===== src/verilog/tcc_pkg.sv =====
// Shared constants and carrier types of the 8-bit timer compare unit.
package tcc_pkg;

	// ****************************************
	// Counter values
	// ****************************************
	localparam logic [7:0] TCC_MAX = 8'hff;
	localparam logic [7:0] TCC_BOTTOM = 8'h00;
	localparam logic [7:0] TCC_ONE = 8'h01;
	localparam logic [7:0] TCC_COUNT_RST = 8'h00;
	localparam logic [7:0] TCC_CMP_RST = 8'h00;
	localparam logic TCC_OC_RST = 1'b0;

	// ****************************************
	// Waveform modes
	// ****************************************
	localparam logic [1:0] TCC_WGM_NORMAL = 2'h0;
	localparam logic [1:0] TCC_WGM_PCPWM = 2'h1;
	localparam logic [1:0] TCC_WGM_CLR_MATCH = 2'h2;
	localparam logic [1:0] TCC_WGM_FAST = 2'h3;

	// ****************************************
	// Output actions
	// ****************************************
	localparam logic [1:0] TCC_ACT_NONE = 2'h0;
	localparam logic [1:0] TCC_ACT_TOGGLE = 2'h1;
	localparam logic [1:0] TCC_ACT_CLEAR = 2'h2;
	localparam logic [1:0] TCC_ACT_SET = 2'h3;

	// ****************************************
	// Clock sources and prescaler masks
	// ****************************************
	localparam logic [2:0] TCC_CS_STOP = 3'h0;
	localparam logic [2:0] TCC_CS_DIV1 = 3'h1;
	localparam logic [2:0] TCC_CS_DIV8 = 3'h2;
	localparam logic [2:0] TCC_CS_DIV64 = 3'h3;
	localparam logic [2:0] TCC_CS_DIV256 = 3'h4;
	localparam logic [2:0] TCC_CS_DIV1024 = 3'h5;
	localparam logic [2:0] TCC_CS_EXT_FALL = 3'h6;
	localparam logic [2:0] TCC_CS_EXT_RISE = 3'h7;
	localparam logic [9:0] TCC_MASK8 = 10'h007;
	localparam logic [9:0] TCC_MASK64 = 10'h03f;
	localparam logic [9:0] TCC_MASK256 = 10'h0ff;
	localparam logic [9:0] TCC_MASK1024 = 10'h3ff;

	// ****************************************
	// Carrier types
	// ****************************************
	typedef struct packed
	{
		logic [2:0] clock_source_select;
		logic [1:0] waveform_mode_select;
		logic [1:0] output_action_select;
	} tcc_ctrl_t;

	typedef struct packed
	{
		logic compare_irq_enable;
		logic overflow_irq_enable;
		logic global_irq_enable;
	} tcc_irq_en_t;

endpackage


===== src/verilog/tcc_tick_gen.sv =====
// Timer tick generator: prescaler and external event edge detector.
module tcc_tick_gen
(
	// Clock and reset.
	input wire logic clk,
	input wire logic reset,
	// Source selection and external event level.
	input wire logic [2:0] clock_source_select,
	input wire logic ext_event,
	// One-cycle timer tick enable.
	output logic timer_tick
);
	import tcc_pkg::*;

	logic [9:0] presc_q;
	logic ext_q;
	logic tick_d;

	// Free-running prescaler.
	always_ff @(posedge clk or posedge reset)
	begin
		if (reset)
			presc_q <= '0;
		else
			presc_q <= presc_q + 10'h001;
	end

	always_ff @(posedge clk or posedge reset)
	begin
		if (reset)
			ext_q <= 1'b0;
		else
			ext_q <= ext_event;
	end

	always_comb
	begin
		unique case (clock_source_select)
			TCC_CS_STOP: tick_d = 1'b0;
			TCC_CS_DIV1: tick_d = 1'b1;
			TCC_CS_DIV8: tick_d = (presc_q & TCC_MASK8) == TCC_MASK8;
			TCC_CS_DIV64: tick_d = (presc_q & TCC_MASK64) == TCC_MASK64;
			TCC_CS_DIV256: tick_d = (presc_q & TCC_MASK256) == TCC_MASK256;
			TCC_CS_DIV1024: tick_d = presc_q == TCC_MASK1024;
			TCC_CS_EXT_FALL: tick_d = ext_q & ~ext_event;
			TCC_CS_EXT_RISE: tick_d = ~ext_q & ext_event;
		endcase
	end

	// A stopped source gives no tick from the next edge on.
	always_ff @(posedge clk or posedge reset)
	begin
		if (reset)
			timer_tick <= 1'b0;
		else
			timer_tick <= tick_d;
	end

endmodule


===== src/verilog/tcc_out_unit.sv =====
// Compare output register and port pin override.
module tcc_out_unit
(
	// Clock and reset.
	input wire logic clk,
	input wire logic reset,
	// Mode, action and events.
	input wire logic [1:0] waveform_mode_select,
	input wire logic [1:0] output_action_select,
	input wire logic match_ev,
	input wire logic force_ev,
	input wire logic bottom_ev,
	input wire logic count_up,
	// Port pin.
	input wire logic port_data,
	input wire logic pin_direction_bit,
	output logic compare_output,
	output logic pin_out,
	output logic pin_oe_n
);
	import tcc_pkg::*;

	logic oc_d;
	logic nonpwm_d;

	always_comb
	begin
		unique case (output_action_select)
			TCC_ACT_NONE: nonpwm_d = compare_output;
			TCC_ACT_TOGGLE: nonpwm_d = ~compare_output;
			TCC_ACT_CLEAR: nonpwm_d = 1'b0;
			TCC_ACT_SET: nonpwm_d = 1'b1;
		endcase
	end

	// The action in force at the event is used, so a new action acts at once.
	always_comb
	begin
		oc_d = compare_output;
		if (force_ev)
			oc_d = nonpwm_d;
		else if (match_ev && output_action_select != TCC_ACT_NONE)
		begin
			unique case (waveform_mode_select)
				TCC_WGM_NORMAL, TCC_WGM_CLR_MATCH: oc_d = nonpwm_d;
				TCC_WGM_FAST: oc_d = nonpwm_d;
				TCC_WGM_PCPWM:
					if (output_action_select != TCC_ACT_TOGGLE)
						oc_d = output_action_select[0] ? count_up : ~count_up;
			endcase
		end
		else if (bottom_ev && waveform_mode_select == TCC_WGM_FAST)
		begin
			if (output_action_select[1])
				oc_d = ~output_action_select[0];
		end
	end

	// Reset clears it; a mode change alone never touches it.
	always_ff @(posedge clk or posedge reset)
	begin
		if (reset)
			compare_output <= TCC_OC_RST;
		else
			compare_output <= oc_d;
	end

	always_ff @(posedge clk or posedge reset)
	begin
		if (reset)
		begin
			pin_out <= 1'b0;
			pin_oe_n <= 1'b1;
		end
		else
		begin
			pin_out <= (output_action_select != TCC_ACT_NONE) ? oc_d : port_data;
			pin_oe_n <= ~pin_direction_bit;
		end
	end
endmodule


===== src/verilog/tcc_timer.sv =====
// Top of the 8-bit timer counter with one compare unit.
// ****************************************
// How it works
// ****************************************
// How it works
// - Per mode the counter clears, counts up or down once per tick only.
// - Clock source zero stops ticks; counter stays readable and writable.
// - A counter write beats any clear or count in the same cycle.
// - Counter equal to compare value sets the compare flag at the next tick.
// - Compare interrupt needs flag, compare enable and global enable.
// - Compare flag clears on service or on a write of one.
// - PWM modes buffer the compare value; other modes write it directly.
// - The buffer loads into the active compare value at top (0xff) only.
// - Compare reads and writes go to the buffer or the active value.
// - Force strobe in non-PWM modes acts as a match, without flag or clear.
// - A counter write blocks compare matches in the next tick, even stopped.
// - A new output action applies from the first match after the write.
// - Reset clears the compare output; mode changes keep it.
// - Nonzero output action takes over pin data; direction stays separate.
// - Output action zero leaves the compare output unchanged on a match.
// - The counting sequence depends on the waveform mode, and in clear-on-match mode on the compare value.
// - Normal mode counts up only and wraps from 0xff to 0x00.
// - Normal mode sets the overflow flag as the counter becomes zero.
// - Servicing the overflow interrupt clears the overflow flag.
// - Clear-on-match mode clears the counter on the tick after a match.
// - Clear-on-match mode sets the overflow flag on a wrap from 0xff.
// - Output action one toggles the output on each match in clear-on-match mode.
module tcc_timer
(
	// Clock and reset.
	input wire logic clk,
	input wire logic reset,
	// Configuration.
	input wire tcc_pkg::tcc_ctrl_t ctrl,
	input wire tcc_pkg::tcc_irq_en_t irq_en,
	input wire logic ext_event,
	// Counter access.
	input wire logic counter_wr,
	input wire logic [7:0] counter_wdata,
	output logic [7:0] counter_value,
	// Compare value access.
	input wire logic compare_wr,
	input wire logic [7:0] compare_wdata,
	output logic [7:0] compare_value,
	input wire logic force_compare_strobe,
	// Flags and interrupts.
	input wire logic compare_flag_w1c,
	input wire logic overflow_flag_w1c,
	input wire logic compare_irq_ack,
	input wire logic overflow_irq_ack,
	output logic compare_flag,
	output logic overflow_flag,
	output logic compare_irq,
	output logic overflow_irq,
	// Port pin.
	input wire logic port_data,
	input wire logic pin_direction_bit,
	output logic compare_output,
	output logic pin_out,
	output logic pin_oe_n
);
	import tcc_pkg::*;

	// ****************************************
	// Internal signals
	// ****************************************
	logic timer_tick;
	logic [7:0] count_q;
	logic [7:0] count_d;
	logic up_q;
	logic block_q;
	logic [7:0] act_q;
	logic [7:0] buf_q;
	logic pwm;
	logic match_raw;
	logic match_hit;
	logic at_max;
	logic load_ev;
	logic ovf_ev;
	logic bottom_ev;
	logic force_ev;
	logic [1:0] mode;

	assign mode = ctrl.waveform_mode_select;
	assign pwm = (mode == TCC_WGM_PCPWM) || (mode == TCC_WGM_FAST);
	assign at_max = count_q == TCC_MAX;
	assign match_raw = count_q == act_q;
	assign match_hit = timer_tick && match_raw && !block_q;
	assign force_ev = force_compare_strobe && !pwm;
	assign bottom_ev = timer_tick && !counter_wr && at_max && mode == TCC_WGM_FAST;
	assign load_ev = timer_tick && at_max;

	// ****************************************
	// Tick generator
	// ****************************************
	tcc_tick_gen u_tick
	(
		.clk(clk),
		.reset(reset),
		.clock_source_select(ctrl.clock_source_select),
		.ext_event(ext_event),
		.timer_tick(timer_tick)
	);

	// ****************************************
	// Counter
	// ****************************************
	always_comb
	begin
		count_d = count_q;
		if (timer_tick)
		begin
			unique case (mode)
				TCC_WGM_NORMAL: count_d = count_q + TCC_ONE;
				TCC_WGM_CLR_MATCH: count_d = (match_raw && !block_q) ? TCC_BOTTOM : count_q + TCC_ONE;
				TCC_WGM_FAST: count_d = count_q + TCC_ONE;
				TCC_WGM_PCPWM:
					if (up_q)
						count_d = at_max ? count_q - TCC_ONE : count_q + TCC_ONE;
					else
						count_d = (count_q == TCC_BOTTOM) ? count_q + TCC_ONE : count_q - TCC_ONE;
			endcase
		end
	end

	always_ff @(posedge clk or posedge reset)
	begin
		if (reset)
			count_q <= TCC_COUNT_RST;
		else if (counter_wr)
			count_q <= counter_wdata;
		else
			count_q <= count_d;
	end

	// Direction only turns in the dual-slope mode.
	always_ff @(posedge clk or posedge reset)
	begin
		if (reset)
			up_q <= 1'b1;
		else if (mode != TCC_WGM_PCPWM)
			up_q <= 1'b1;
		else if (timer_tick && !counter_wr && at_max)
			up_q <= 1'b0;
		else if (timer_tick && !counter_wr && count_q == TCC_BOTTOM)
			up_q <= 1'b1;
	end

	// A counter write arms the block until the next tick has passed.
	always_ff @(posedge clk or posedge reset)
	begin
		if (reset)
			block_q <= 1'b0;
		else if (counter_wr)
			block_q <= 1'b1;
		else if (timer_tick)
			block_q <= 1'b0;
	end

	always_ff @(posedge clk or posedge reset)
	begin
		if (reset)
			counter_value <= TCC_COUNT_RST;
		else if (counter_wr)
			counter_value <= counter_wdata;
		else
			counter_value <= count_d;
	end

	// ****************************************
	// Compare value
	// ****************************************
	always_ff @(posedge clk or posedge reset)
	begin
		if (reset)
			buf_q <= TCC_CMP_RST;
		else if (compare_wr)
			buf_q <= compare_wdata;
	end

	always_ff @(posedge clk or posedge reset)
	begin
		if (reset)
			act_q <= TCC_CMP_RST;
		else if (compare_wr && !pwm)
			act_q <= compare_wdata;
		else if (pwm && load_ev)
			act_q <= buf_q;
	end

	always_ff @(posedge clk or posedge reset)
	begin
		if (reset)
			compare_value <= TCC_CMP_RST;
		else
			compare_value <= pwm ? buf_q : act_q;
	end

	// ****************************************
	// Flags and interrupts
	// ****************************************
	always_comb
	begin
		if (mode == TCC_WGM_PCPWM)
			ovf_ev = timer_tick && !counter_wr && !up_q && count_q == TCC_ONE;
		else
			ovf_ev = timer_tick && !counter_wr && at_max;
	end

	// A set in the same cycle as a clear wins.
	always_ff @(posedge clk or posedge reset)
	begin
		if (reset)
			compare_flag <= 1'b0;
		else if (match_hit)
			compare_flag <= 1'b1;
		else if (compare_irq_ack || compare_flag_w1c)
			compare_flag <= 1'b0;
	end

	always_ff @(posedge clk or posedge reset)
	begin
		if (reset)
			overflow_flag <= 1'b0;
		else if (ovf_ev)
			overflow_flag <= 1'b1;
		else if (overflow_irq_ack || overflow_flag_w1c)
			overflow_flag <= 1'b0;
	end

	always_ff @(posedge clk or posedge reset)
	begin
		if (reset)
		begin
			compare_irq <= 1'b0;
			overflow_irq <= 1'b0;
		end
		else
		begin
			compare_irq <= compare_flag && irq_en.compare_irq_enable && irq_en.global_irq_enable;
			overflow_irq <= overflow_flag && irq_en.overflow_irq_enable && irq_en.global_irq_enable;
		end
	end

	// ****************************************
	// Compare output
	// ****************************************
	tcc_out_unit u_out
	(
		.clk(clk),
		.reset(reset),
		.waveform_mode_select(mode),
		.output_action_select(ctrl.output_action_select),
		.match_ev(match_hit),
		.force_ev(force_ev),
		.bottom_ev(bottom_ev),
		.count_up(up_q),
		.port_data(port_data),
		.pin_direction_bit(pin_direction_bit),
		.compare_output(compare_output),
		.pin_out(pin_out),
		.pin_oe_n(pin_oe_n)
	);
endmodule


===== config.mk =====
export PLATFORM = sky130hd
export DESIGN_NAME = tcc_timer
export DESIGN_NICKNAME = d
export VERILOG_FILES = /design/src/verilog/tcc_pkg.sv /design/src/verilog/tcc_tick_gen.sv /design/src/verilog/tcc_out_unit.sv /design/src/verilog/tcc_timer.sv
export SDC_FILE = /design/constraint.sdc
export NUM_CORES = 1
export LEC_CHECK = 0
export BUFFER_PORTS_ARGS = -buffer_cell sky130_fd_sc_hd__buf_2
export CORE_AREA = 4 4 113 72
export DETAILED_ROUTE_END_ITERATION = 10
export DIE_AREA = 0 0 117 76
export HOLD_SLACK_MARGIN = 0.06
export PLACE_DENSITY = 0.77
export SYNTH_ARGS = -nofsm -noshare
export SYNTH_HDL_FRONTEND = slang
export SYNTH_SLANG_ARGS = --single-unit

===== constraint.sdc =====
create_clock -name clk -period 3.34 [get_ports clk]
set_input_delay 0.334 -clock clk [delete_from_list [all_inputs] [get_ports clk]]
set_output_delay 0.334 -clock clk [all_outputs]
set_load 0.005 [all_outputs]

==> run_results.csv <==
group,metric,value,unit
power,power.share.combinational,19.6,%
routing,drt_wl_total,7.86,mm
synth,synth-edff-count,0,
worst_hold_path,worstHoldPathCells,2,
sta,totalNegativeSetupSlack,0,ns
run,max-cap-violations,0,
placed_design,globalplace.congestion,0.934,
cts,clock_sinks,53,
synth,synth_top_cell_area_share,41.1,%
routing,initial_drt_pass_iterations,7,
cts,cts_repair_resize_count,0,
sta,post-route-period-util,72.9,%
grt,grt_max_degree,54,
placed_design,dpl-instance-area,3430,um^2
setup_path,cpMaxStageDelayCell,"sky130_fd_sc_hd__dfrtp_1",
synth,yosysWarnings,0,
routing,first_iter_violations,195,
synth,synth-seq-area-share,42.8,%
synth,cell_count_after_synthesis,324,
floorplan,start_util,43.8,%
synth,synth.area.top_cells,"sky130_fd_sc_hd__dfrtp_1 (41%), sky130_fd_sc_hd__mux2_2 (5.8%), sky130_fd_sc_hd__a21oi_1 (4.4%)",
synth,post_synth_instance_area,3100,um^2
sta,final.setup.worst_slack,0.904,ns
sta,clock.fmax,410,MHz
placed_design,io_buffer_count,60,
cells_and_area,final_cells,469,
cells_and_area,postLayoutCoreUtil,50.5,%
setup_path,worstPathCellList,"ha_1 -> nand2_1 -> o21ai_1 -> nand2_1 -> a221oi_1 -> o221ai_1",
routing,routedWlPerCell,16.8,um
setup_path,worst-path-max-fanout,8,
synth,synth_cell_type_count,57,
sta,finalClockSkew,0.00544,ns
grt,grt.overflow.total,0,
power,sequentialPowerShare,48.5,%
grt,initial_antenna_violation_count,0,
routing,via_per_inst,5.77,
power,power_frac_clock,31.9,%
grt,first_global_vias,2439,
power,power_per_cell_area,458,nW/um^2
cts,cts_max_path_buffers,2,
cells_and_area,proportion_of_layout_cells_with_a_drive_suffix_above_1,25.4,%
routing,antenna_violating_nets_post_route,0,
cells_and_area,final_area,3580,um^2
cts,clock_tree.root_cell,"sky130_fd_sc_hd__clkbuf_16",
cts,worstSkewPairLatency,0.30,ns
placed_design,place.detailed.hpwl,5.62,mm
power,power.share.switching,30.9,%
setup_path,crit_path_max_incr_delay,0.54,ns
power,vdd_drop_max,0.292,mV
sta,rsz0062_at_grt,"false",
outcome,status,"complete, no violations",
setup_path,criticalPathCategory,"flip-flop to flip-flop",
sta,setup-violations-final,0,
floorplan,floorplan.die.height,76,um
cts,postCtsHoldBufs,0,
routing,routed-via-count,2705,
grt,grt_util_all_layers,17.6,%
synth,yosys.area.top_type,"sky130_fd_sc_hd__dfrtp_1",
power,power.switching,0.506,mW
cells_and_area,syn_to_final_growth,15.3,%
sta,drv_slew,0,
cts,cts_buffers,5,
setup_path,reg2reg_depth,6,
synth,synth.avg_cell_area,9.58,um^2
routing,detail_route.drc_violations,0,
setup_path,worst-endpoint-arrival,2.60,ns
placed_design,dp_worst_setup_slack,0.671,ns
grt,grt_first_pass_wirelength,12.3,mm
floorplan,fp.dieArea,8890,um^2
sta,worst_pin_slew,1.20,ns
synth,seq_cells_post_synth,53,
power,internal_power,1.13,mW
placed_design,placed_cells_incl_taps,461,
cells_and_area,antenna-diode-count,0,
power,power.leakage,1.61,nW
cells_and_area,nets,424,
cts,cts_post_setup_buffers_inserted,0,
sta,timing_hold_violations_final,0,
synth,synth_nets,371,
sta,period_needed,2.44,ns
setup_path,crit_path_frequent_cell,"sky130_fd_sc_hd__nand2_1",
setup_path,required,3.50,ns
setup_path,critical_path.startpoint_type,"flip-flop",
synth,synth_flop_cell,"sky130_fd_sc_hd__dfrtp_1",
worst_hold_path,hold_path_class,"primary input to flip-flop",
synth,async_sr_flop_fraction,100,%
floorplan,ios,61,
sta,slew_headroom,19.9,%
floorplan,die_w,117,um
setup_path,critPathCaptureType,"flip-flop",
cts,cts_tree,"yes",
floorplan,rows,24,
cts,cts_htree_levels,2,
floorplan,placeableCoreArea,7090,um^2
cts,clk_pin_slew_worst_paths,0.07,ns
-- worst paths after layout --
path	start	endpoint	slack, ns
min	pin_direction_bit	u_out.pin_oe_n$_DFF_PP1_	0.14
min in group asynchronous	reset	buf_q[2]$_DFFE_PP0P_	0.32
max	counter_value[0]$_DFFE_PP0P_	counter_value[6]$_DFFE_PP0P_	0.90
max in group asynchronous	reset	overflow_irq$_DFF_PP0_	2.36
min reg2reg	u_tick.presc_q[4]$_DFF_PP0_	u_tick.presc_q[4]$_DFF_PP0_	0.47
max reg2reg	counter_value[0]$_DFFE_PP0P_	counter_value[6]$_DFFE_PP0P_	0.90
-- cell usage in the layout, fill, tap and decap left out, types with 3 or more instances in the layout --
master and n:
sky130_fd_sc_hd__o21ai_1 4, sky130_fd_sc_hd__nor2b_1 4, sky130_fd_sc_hd__or3_1 3, sky130_fd_sc_hd__nand2_1 29, sky130_fd_sc_hd__dfrtp_1 51, sky130_fd_sc_hd__nor2_1 25, sky130_fd_sc_hd__a21oi_1 27, sky130_fd_sc_hd__a31oi_1 8
sky130_fd_sc_hd__clkbuf_16 5, sky130_fd_sc_hd__and3_1 7, sky130_fd_sc_hd__buf_2 60, sky130_fd_sc_hd__nand3_1 11, sky130_fd_sc_hd__xor2_1 9, sky130_fd_sc_hd__inv_1 17, sky130_fd_sc_hd__nor4_1 4, sky130_fd_sc_hd__nor3b_1 4
sky130_fd_sc_hd__nor3_1 8, sky130_fd_sc_hd__mux2_2 16, sky130_fd_sc_hd__o211ai_1 3, sky130_fd_sc_hd__a32oi_1 4, sky130_fd_sc_hd__and2_1 3, sky130_fd_sc_hd__xnor2_1 8, sky130_fd_sc_hd__o21ai_0 10, sky130_fd_sc_hd__nand4_1 3
sky130_fd_sc_hd__ha_1 9, sky130_fd_sc_hd__mux2i_1 6
-- power by group through the flow --
stage | registers, mW | clock network, mW | logic [mW]
global placement | 0.799 | 0 | 0.309
global route | 0.805 | 0.568 | 0.359
CTS | 0.793 | 0.538 | 0.322
finish | 0.796 | 0.523 | 0.321
detailed placement | 0.803 | 0 | 0.318
floorplan | 0.759 | 0 | 0.248
-- cells by family after synthesis --
family                     count (synthesis)  share of synthesized area, %
AOI/OAI and AO/OA                         74                          15.4
adders and majority gates                  9                          3.63
xor gates and xnor gates                  17                          4.80
and+or+nand+nor                          116                          20.6
DFF                                       53                          42.8
buffers and inverters                     33                          5.00
muxes                                     22                          7.74
-- synth_stat cells, drive strengths merged, types with 2 or more instances --
library cell,count
a31oi,8
and3,8
a311oi,2
nand3,11
mux2,16
a221oi,2
o211ai,3
or4,2
dfrtp,51
nor2b,4
xor2,9
o21ai,14
a21oi,27
nor3b,4
clkbuf,5
nor2,25
nand2b,2
nor4,6
o221ai,2
mux2i,6
a32oi,4
dfstp,2
and2,3
or3,3
a2bb2oi,2
buf,9
inv,19
nand4,4
nand2,30
or3b,2
nor3,8
ha,9
xnor2,8
-- flip-flops by register name (all words and copies together) (netlist names) --
name                  cells
u_out.pin_out             1
counter_value             8
act_q                     8
u_out.compare_output      1
compare_value             8
u_tick.timer_tick         1
overflow_flag             1
up_q                      1
u_tick.presc_q           10
u_out.pin_oe_n            1
buf_q                     8
overflow_irq              1
compare_irq               1
compare_flag              1
block_q                   1
u_tick.ext_q              1
-- critical path: cells and delay by family, from the launching register on --
| family | cells | cell delay (ns) |
|---|---|---|
| adders and majority gates | 1 | 0.33 |
| and+or+nand+nor | 2 | 0.44 |
| DFF | 1 | 0.54 |
| AOI/OAI and AO/OA | 3 | 0.99 |
-- per-layer routing --
metal | wire length (um) | GRT usage [%] | part of all wire (%) | vias to the layer above
li1 | - | - | - | 1280
met1 | 3540 | 25.4 | 45 | 1280
met2 | 3470 | 25.8 | 44 | 127
met3 | 698 | 4.84 | 8.9 | 18
met4 | 145 | 5.15 | 1.8 | 0
met5 | 0 | 0 | 0 | -
-- through the flow --
stage	power, mW	hold WS (ns)
final	1.64	0.139
after global routing	1.73	0.143
after global placement	1.11	0.445
after detailed placement	1.12	0.454
after CTS	1.65	0.135
after floorplan	1.01	0.360
-- cell type report --
class	instances	area (um^2)
Timing Repair Buffer	60	300
Clock inverter	2	16.3
Clock buffer	6	129
Sequential cell	53	1330
Inverter	19	71.3
Fill cell	668	3510
Tap cell	91	114
Multi-Input combinational cell	238	1620
Power figures use the tool's default switching activity.
